File: config.mk
export PLATFORM = sky130hd
export DESIGN_NAME = exc_setup_ctrl
export DESIGN_NICKNAME = d
export VERILOG_FILES = /design/src/verilog/exc_pkg.sv /design/src/verilog/exc_clkgen.sv /design/src/verilog/exc_setup_ctrl.sv
export VERILOG_INCLUDE_DIRS = /design/src /design/src/verilog
export SDC_FILE = /design/constraint.sdc
export NUM_CORES = 1
export LEC_CHECK = 0
export ABC_AREA = 1
export ABC_CLOCK_PERIOD_IN_PS = 2300
export BUFFER_PORTS_ARGS = -buffer_cell sky130_fd_sc_hd__buf_2
export CORE_MARGIN = 2
export CORE_UTILIZATION = 54
export DETAILED_ROUTE_END_ITERATION = 6
export GPL_ROUTABILITY_DRIVEN = 0
export PLACE_DENSITY = 0.77
export RECOVER_POWER = 25
export SYNTH_ARGS = -nofsm -noshare
export SYNTH_HDL_FRONTEND = slang
export SYNTH_SLANG_ARGS = --single-unit
File: constraint.sdc
create_clock -name clk -period 2.3 [get_ports clk]
set_input_delay 0 -clock clk [delete_from_list [all_inputs] [get_ports clk]]
set_output_delay 0 -clock clk [all_outputs]
set_load 0.05 [all_outputs]
File: src/verilog/exc_regs.svh
// Register offsets, reset values and timing counts of the excitation setup control.
// Notes on behaviour
// - Clock-halve bit set slows excitation waveform and modulator clock.
// - Clock-halve bit set doubles every conversion time on all channels.
// - Always-on bit clear: excitation driven only during capacitance conversions.
// - Always-on bit set: excitation driven during capacitance and voltage/temperature conversions.
// - Pin A: bit 3 drives true excitation, bit 2 drives inverted excitation.
// - Pin B: bit 5 true, bit 4 inverted; host sets only one.
// - Setup register sits at pointer 0x09 and resets to 0x03.
`ifndef EXC_REGS_SVH
`define EXC_REGS_SVH

`define EXC_SETUP_ADDR   8'h09
`define EXC_SETUP_RESET  8'h03
`define EXC_READ_IDLE    8'h00
`define EXC_MOD_DIV      16'h0004
`define EXC_CONV_TICKS   16'h0040
`define EXC_HALVE_FACTOR 16'h0002

`endif

File: src/verilog/exc_pkg.sv
// Types shared by the excitation setup control.
package exc_pkg;

   typedef struct packed {
      logic       clock_halve_select;
      logic       excitation_always_on;
      logic [1:0] drive_pin_b_select;
      logic [1:0] drive_pin_a_select;
      logic       drive_level_high_bit;
      logic       drive_level_low_bit;
   } exc_setup_t;

   typedef struct packed {
      logic wave;
      logic en;
   } exc_pin_t;

   typedef enum logic {
      EXC_IDLE,
      EXC_RUN
   } exc_state_t;

endpackage

File: src/verilog/exc_clkgen.sv
// Modulator tick and excitation waveform generator with selectable halved rate.
`timescale 1ns/1ps
`include "exc_regs.svh"

module exc_clkgen #(
   parameter logic [15:0] MOD_DIV = `EXC_MOD_DIV
) (
   // Clock and reset.
   input  wire logic        clk,
   input  wire logic        rst,
   // Control.
   input  wire logic        halve,
   input  wire logic        restart,
   // Outputs.
   output      logic [15:0] period_q,
   output      logic        mod_tick_q,
   output      logic        exc_phase_q
);

   logic [15:0] cnt_q;
   logic [15:0] lim;
   logic [15:0] gap_q;
   logic        halve_seen_q;
   logic        steady_q;

   assign lim = halve ? 16'(MOD_DIV * `EXC_HALVE_FACTOR) : MOD_DIV;

   always_ff @(posedge clk) begin
      if (rst || restart) begin
         cnt_q <= '0;
      end else if (cnt_q >= lim - 16'd1) begin
         cnt_q <= '0;
      end else begin
         cnt_q <= cnt_q + 16'd1;
      end
   end

   always_ff @(posedge clk) begin
      if (rst || restart) begin
         mod_tick_q <= 1'b0;
      end else begin
         mod_tick_q <= (cnt_q == lim - 16'd1);
      end
   end

   // The excitation waveform flips on every modulator tick, so it follows the same rate.
   always_ff @(posedge clk) begin
      if (rst) begin
         exc_phase_q <= 1'b0;
      end else if (mod_tick_q) begin
         exc_phase_q <= ~exc_phase_q;
      end
   end

   always_ff @(posedge clk) begin
      if (rst) begin
         period_q <= MOD_DIV;
      end else begin
         period_q <= lim;
      end
   end

   // Helper counting cycles since the previous tick; a restart counts from zero.
   always_ff @(posedge clk) begin
      if (rst || restart) begin
         gap_q <= '0;
      end else if (mod_tick_q) begin
         gap_q <= 16'h0001;
      end else if (gap_q != 16'hFFFF) begin
         gap_q <= gap_q + 16'h0001;
      end
   end

   always_ff @(posedge clk) begin
      if (rst) begin
         halve_seen_q <= 1'b0;
      end else begin
         halve_seen_q <= halve;
      end
   end

   // A rate change in mid-period leaves one irregular gap, which the spacing check skips.
   always_ff @(posedge clk) begin
      if (rst || restart) begin
         steady_q <= 1'b1;
      end else if (halve != halve_seen_q) begin
         steady_q <= 1'b0;
      end else if (mod_tick_q) begin
         steady_q <= 1'b1;
      end
   end

   tick_spacing_a: assert property (@(posedge clk) disable iff (rst)
      mod_tick_q && steady_q |-> gap_q == period_q)
      else $error("modulator tick spacing does not match selected rate");

endmodule

File: src/verilog/exc_setup_ctrl.sv
// Excitation setup register and excitation pin control for the converter core.
`timescale 1ns/1ps
`include "exc_regs.svh"

module exc_setup_ctrl #(
   parameter logic [15:0] MOD_DIV    = `EXC_MOD_DIV,
   parameter logic [15:0] CONV_TICKS = `EXC_CONV_TICKS
) (
   // Clock and reset.
   input  wire logic        clk,
   input  wire logic        rst,
   // Register access from the serial interface.
   input  wire logic        wr_en,
   input  wire logic        rd_en,
   input  wire logic [7:0]  addr_ptr,
   input  wire logic [7:0]  wr_data,
   output      logic [7:0]  rd_data_q,
   output      logic        rd_hit_q,
   // Conversion sequencing.
   input  wire logic        conv_start,
   input  wire logic        conv_is_cap,
   output      logic        conv_busy_q,
   output      logic        conv_done_q,
   output      logic        mod_tick,
   // Excitation pins and level.
   output      logic        pin_a_wave_q,
   output      logic        pin_a_en_q,
   output      logic        pin_b_wave_q,
   output      logic        pin_b_en_q,
   output      logic [1:0]  drive_level_q,
   output      logic        exc_active_q
);

   exc_pkg::exc_setup_t setup_q;
   exc_pkg::exc_state_t state_q;
   exc_pkg::exc_pin_t   pin_a_d;
   exc_pkg::exc_pin_t   pin_b_d;
   logic                is_cap_q;
   logic                halve_q;
   logic [15:0]         tick_cnt_q;
   logic [15:0]         period;
   logic                phase;
   logic                restart;
   logic                last_tick;
   logic                active;
   logic [31:0]         dur_q;

   // Selects the waveform for one pin; the true bit wins if software sets both.
   function automatic exc_pkg::exc_pin_t pin_drive(input logic [1:0] sel,
                                                   input logic       ph,
                                                   input logic       on);
      exc_pkg::exc_pin_t p;
      p.en   = on && (sel != 2'b00);
      p.wave = !on ? 1'b0 : (sel[1] ? ph : (sel[0] ? ~ph : 1'b0));
      return p;
   endfunction

   // Setup register.
   always_ff @(posedge clk) begin
      if (rst) begin
         setup_q <= exc_pkg::exc_setup_t'(`EXC_SETUP_RESET);
      end else if (wr_en && addr_ptr == `EXC_SETUP_ADDR) begin
         setup_q <= exc_pkg::exc_setup_t'(wr_data);
      end
   end

   // Read port; other pointers belong to neighbouring registers and read as idle.
   always_ff @(posedge clk) begin
      if (rst) begin
         rd_data_q <= `EXC_READ_IDLE;
         rd_hit_q  <= 1'b0;
      end else if (rd_en) begin
         rd_hit_q  <= (addr_ptr == `EXC_SETUP_ADDR);
         rd_data_q <= (addr_ptr == `EXC_SETUP_ADDR) ? 8'(setup_q) : `EXC_READ_IDLE;
      end else begin
         rd_hit_q  <= 1'b0;
      end
   end

   // The rate is frozen during a conversion so its length stays exact.
   always_ff @(posedge clk) begin
      if (rst) begin
         halve_q <= 1'b0;
      end else if (state_q == exc_pkg::EXC_IDLE) begin
         halve_q <= setup_q.clock_halve_select;
      end
   end

   assign restart   = (state_q == exc_pkg::EXC_IDLE) && conv_start;
   assign last_tick = (state_q == exc_pkg::EXC_RUN) && mod_tick
                      && (tick_cnt_q == CONV_TICKS - 16'd1);

   exc_clkgen #(
      .MOD_DIV (MOD_DIV)
   ) u_clkgen (
      .clk         (clk),
      .rst         (rst),
      .halve       (restart ? setup_q.clock_halve_select : halve_q),
      .restart     (restart),
      .period_q    (period),
      .mod_tick_q  (mod_tick),
      .exc_phase_q (phase)
   );

   // Conversion sequencer; length is counted in modulator ticks.
   always_ff @(posedge clk) begin
      if (rst) begin
         state_q <= exc_pkg::EXC_IDLE;
      end else begin
         case (state_q)
            exc_pkg::EXC_IDLE: begin
               if (conv_start) begin
                  state_q <= exc_pkg::EXC_RUN;
               end
            end
            exc_pkg::EXC_RUN: begin
               if (last_tick) begin
                  state_q <= exc_pkg::EXC_IDLE;
               end
            end
            default: begin
               state_q <= exc_pkg::EXC_IDLE;
            end
         endcase
      end
   end

   always_ff @(posedge clk) begin
      if (rst) begin
         tick_cnt_q <= '0;
      end else if (restart) begin
         tick_cnt_q <= '0;
      end else if (state_q == exc_pkg::EXC_RUN && mod_tick) begin
         tick_cnt_q <= tick_cnt_q + 16'd1;
      end
   end

   always_ff @(posedge clk) begin
      if (rst) begin
         is_cap_q <= 1'b0;
      end else if (restart) begin
         is_cap_q <= conv_is_cap;
      end
   end

   always_ff @(posedge clk) begin
      if (rst) begin
         conv_busy_q <= 1'b0;
         conv_done_q <= 1'b0;
      end else begin
         conv_busy_q <= restart || (conv_busy_q && !last_tick);
         conv_done_q <= last_tick;
      end
   end

   // Excitation is gated by the conversion kind and the always-on bit.
   assign active = (state_q == exc_pkg::EXC_RUN)
                   && (is_cap_q || setup_q.excitation_always_on);

   always_comb begin
      pin_a_d = pin_drive(setup_q.drive_pin_a_select, phase, active);
      pin_b_d = pin_drive(setup_q.drive_pin_b_select, phase, active);
   end

   always_ff @(posedge clk) begin
      if (rst) begin
         pin_a_wave_q <= 1'b0;
         pin_a_en_q   <= 1'b0;
         pin_b_wave_q <= 1'b0;
         pin_b_en_q   <= 1'b0;
         exc_active_q <= 1'b0;
      end else begin
         pin_a_wave_q <= pin_a_d.wave;
         pin_a_en_q   <= pin_a_d.en;
         pin_b_wave_q <= pin_b_d.wave;
         pin_b_en_q   <= pin_b_d.en;
         exc_active_q <= active;
      end
   end

   always_ff @(posedge clk) begin
      if (rst) begin
         drive_level_q <= '0;
      end else begin
         drive_level_q <= {setup_q.drive_level_high_bit, setup_q.drive_level_low_bit};
      end
   end

   // Helper counting cycles of the running conversion.
   always_ff @(posedge clk) begin
      if (rst || restart) begin
         dur_q <= '0;
      end else if (state_q == exc_pkg::EXC_RUN) begin
         dur_q <= dur_q + 32'd1;
      end
   end

   reset_value_a: assert property (@(posedge clk)
      rst |=> 8'(setup_q) == `EXC_SETUP_RESET)
      else $error("setup register not at reset value");

   setup_read_a: assert property (@(posedge clk) disable iff (rst)
      rd_en && !wr_en && addr_ptr == `EXC_SETUP_ADDR |=> rd_hit_q
      && rd_data_q == $past(8'(setup_q)))
      else $error("read of setup register returned wrong value");

   conv_length_a: assert property (@(posedge clk) disable iff (rst)
      last_tick |-> dur_q == 32'(CONV_TICKS) * 32'(period))
      else $error("conversion length does not match tick rate");

   halve_double_a: assert property (@(posedge clk) disable iff (rst)
      state_q == exc_pkg::EXC_RUN && halve_q |-> period == 16'(MOD_DIV * `EXC_HALVE_FACTOR))
      else $error("halved rate not applied during conversion");

   cap_only_a: assert property (@(posedge clk) disable iff (rst)
      !setup_q.excitation_always_on && !is_cap_q |=> !pin_a_en_q && !pin_b_en_q)
      else $error("excitation driven outside capacitance conversion");

   always_on_a: assert property (@(posedge clk) disable iff (rst)
      state_q == exc_pkg::EXC_RUN && setup_q.excitation_always_on
      && setup_q.drive_pin_a_select != 2'b00 |=> pin_a_en_q)
      else $error("always-on excitation missing on pin A");

   pin_a_wave_a: assert property (@(posedge clk) disable iff (rst)
      active && setup_q.drive_pin_a_select == 2'b01 |=> pin_a_wave_q == ~$past(phase))
      else $error("pin A inverted waveform wrong");

   pin_b_wave_a: assert property (@(posedge clk) disable iff (rst)
      active && setup_q.drive_pin_b_select == 2'b10 |=> pin_b_en_q
      && pin_b_wave_q == $past(phase))
      else $error("pin B true waveform wrong");

endmodule
==> metrics.csv <==
stage;metric;value;unit
hold_path;min_delay_path_depth;2;
sta;worst_pin_slew;0.5967;ns
final_layout;seq_area;1261;um2
placed_design;pre_cts_slack;0.5341;ns
clock_network;clkSinkCount;63;
hold_path;hp-start;rst;
sta;hold_viol;1;
power_and_ir_drop;irDropWorstVdd;0.5582;mV
global_route;grt_pass1_vias;1926;
drt;viasPerCell;4.965;
final_layout;final_cell_area;2983;um2
critical_path;worstSetupEndpointType;flop;
clock_network;cts_max_level;3;
floorplan;core_region_area;4294;um2
critical_path;cp.required;2.57;ns
synth;ys_ff_latch;63;
clock_network;cts.path.max_buffers;2;
sta;fin_crit_sh;77.43;%
global_route;antenna_found_initial;0;
clock_network;clockRootBuffer;clkbuf_8;
sta;layout_setup_ws;0.5191;ns
sta;layout_min_cycle_time;1.781;ns
global_route;grt.total_usage;21.61;%
sta;clock.fmax;561.5;MHz
drt;detail-route-antenna-nets;0;
placed_design;hpwl;3386;um
synth;syn_area;2389;um2
final_layout;drive_above_1_share;15.24;%
placed_design;place_area;2689;um2
final_layout;multiInputGateArea;1012;um2
clock_network;cts_made_buffers;9;
drt;drc;0;
power_and_ir_drop;powerDensity;719.8;nW/um2
floorplan;io-pin-count;41;
sta;fin_skew;0.006251;ns
run_status;violations;hold timing;
final_layout;final.fill_count;368;
sta;hold_ws;-0.001781;ns
drt;routedWlPerCell;11.73;um
hold_path;hold_class;in -> reg;
sta;finalSetupViolations;0;
clock_network;postCtsResizedCells;0;
sta;fin_setup_tns;0;ns
final_layout;finalNonFillerCells;426;
final_layout;area_growth;24.88;%
power_and_ir_drop;p_leak;1.255;nW
critical_path;regToRegStartpoint;state_q$_SDFF_PP0_;
synth;yosysWarnings;0;
placed_design;port-buffer-count;40;
power_and_ir_drop;finalPower;2.147;mW
sta;rsz0062_at_grt;no;
critical_path;critPathLaunchType;flop;
floorplan;std_cell_rows;24;
drt;firstDrtPassIters;5;
clock_network;path_clk_slew;0.07;ns
critical_path;cp_max_fo;5;
clock_network;cts_tree;yes;
final_layout;nets;394;
synth;synth_cell_types;28;
clock_network;postCtsHoldBufs;12;
drt;wirelength;4997;um
synth;syn_inst;298;
critical_path;worstSetupPathType;reg -> reg;
critical_path;reg2reg_to;u_clkgen.cnt_q[2]$_SDFF_PP0_;
flow_run;maxCapViolations;0;
floorplan;die-area;4971;um2
synth;synth_area_per_cell;8.015;um2
placed_design;dp.cells;398;
drt;dr.first_iter.drc_count;142;
clock_network;clock_latency;0.34;ns
global_route;grt_pass1_wl;8224;um
hold_path;worstHoldEndpoint;u_clkgen.exc_phase_q$_SDFFE_PP0P_;
critical_path;ff2ff_setup_slack;0.52;ns
floorplan;initial_core_util;55.62;%
critical_path;startpoint;state_q$_SDFF_PP0_;
drt;vias;2115;
floorplan;die_h;70.51;um
final_layout;num_antenna_cells;0;
sta;drv_slew;0;
clock_network;postCtsSetupRepairBufs;0;
sta;slew_headroom;60.39;%
global_route;grt_max_degree;18;
floorplan;die_width;70.51;um
critical_path;worst-r2r-cell-count;9;
synth;ys_seq_area_share;52.80;%
global_route;grt_overflow;0;
critical_path;worstPathArrival;2.06;ns
run_status;status;finished with violations;
## critical path, cell delays in order, from the launching register on
cell	delay, ns
dfxtp_1	0.35
nor2_1	0.17
mux2_2	0.34
inv_1	0.05
ha_1	0.21
inv_1	0.08
o21ai_0	0.08
nor3_1	0.13
nand3_1	0.15
nor2_1	0.13
## worst max path at each step
stage | slack [ns] | cells past startpoint | endpoint
3_5_place_dp | 0.53 | 9 | u_clkgen.cnt_q[2]$_SDFF_PP0_
6_report | 0.52 | 9 | u_clkgen.cnt_q[2]$_SDFF_PP0_
5_1_grt | 0.37 | 9 | u_clkgen.cnt_q[0]$_SDFF_PP0_
3_3_place_gp | 0.62 | 9 | u_clkgen.cnt_q[3]$_SDFF_PP0_
4_1_cts | 0.51 | 9 | u_clkgen.cnt_q[2]$_SDFF_PP0_
2_1_floorplan | 0.53 | 9 | u_clkgen.cnt_q[0]$_SDFF_PP0_
## cell type report
type | instances | share of cell area (%)
multi-input cells | 205 | 33.93
well taps | 52 | 2.181
flip-flops and latches | 63 | 42.28
inverters | 36 | 4.530
clock inverters | 6 | 2.055
clock buffers | 10 | 4.279
repair buffers | 54 | 10.74
## registers in the layout, indices dropped and copies added, names as in the netlist, 2 cells and up
name and count:
tick_cnt_q 16, u_clkgen.cnt_q 16, rd_data_q 8, setup_q 8, drive_level_q 2
## stage by stage
| step | hold WS [ns] | util (%) |
|---|---|---|
| 2_1_floorplan | 0.1313 | - |
| 3_3_place_gp | 0.2259 | 62.62 |
| 3_5_place_dp | 0.2331 | 62.62 |
| 4_1_cts | 0.002321 | 69.81 |
| 5_1_grt | 0.03202 | 69.46 |
| 6_report | -0.001781 | 69.46 |
## synthesized netlist by cell type (all sizes together)
library cell	n	area share, %
or2	2	0.52
nand2	52	8.4
o21a	1	0.31
buf	2	0.42
o21ai	10	2.1
inv	35	5.5
nor3	6	2.2
nor2	41	7.2
and2	1	0.26
xor2	3	1.1
mux2	1	0.47
xnor2	3	1.1
nand3	41	8.8
clkinv	1	0.16
dfxtp	63	53
clkbuf	3	0.47
nor4	1	0.26
a21oi	22	4.6
nand3b	1	0.31
ha	3	1.6
conb	1	0.16
nand4	5	1.3
## kinds of logic (layout without fill, tap and decap cells)
logic type,after synthesis,after routing,synth area share (%)
simple gates,150,150,29.23
flops,63,63,52.80
buf+inv,41,106,6.548
compound gates,33,33,7.020
xor+xnor,6,6,2.201
fa+ha+maj,3,3,1.572
other cells,1,12,0.1570
mux,1,1,0.4714
## power by group
group | switching [mW] | internal (mW) | leakage [nW] | total (mW)
combinational | 0.0660 | 0.0399 | 0.646 | 0.106
clock | 0.425 | 0.496 | 0.0960 | 0.921
sequential | 0.00850 | 1.11 | 0.514 | 1.12
## placed cells by master (no fill, tap or decap), drive strengths merged
cell,synthesis,routed
mux2,1,1
bufinv,0,1
nand3,41,41
dfxtp,63,63
o21ai,10,10
and2,1,1
clkbuf,3,20
dlygate4sd3,0,12
o21a,1,1
ha,3,3
a21oi,22,22
inv,35,35
nor2,41,41
nor4,1,1
or2,2,2
xnor2,3,3
clkinv,1,5
clkinvlp,0,1
conb,1,12
nor3,6,6
xor2,3,3
buf,2,32
nand4,5,5
nand3b,1,1
nand2,52,52
## routing by layer
| layer | up-vias | global-route usage [%] | wire length [um] |
|---|---|---|---|
| li1 | 1091 | - | - |
| met1 | 957 | 25.60 | 2179 |
| met2 | 56 | 34.59 | 2423 |
| met3 | 11 | 5.628 | 306 |
| met4 | 0 | 14.10 | 88 |
| met5 | - | 0 | 0 |
Note: power is estimated with default switching activity, not from simulation.
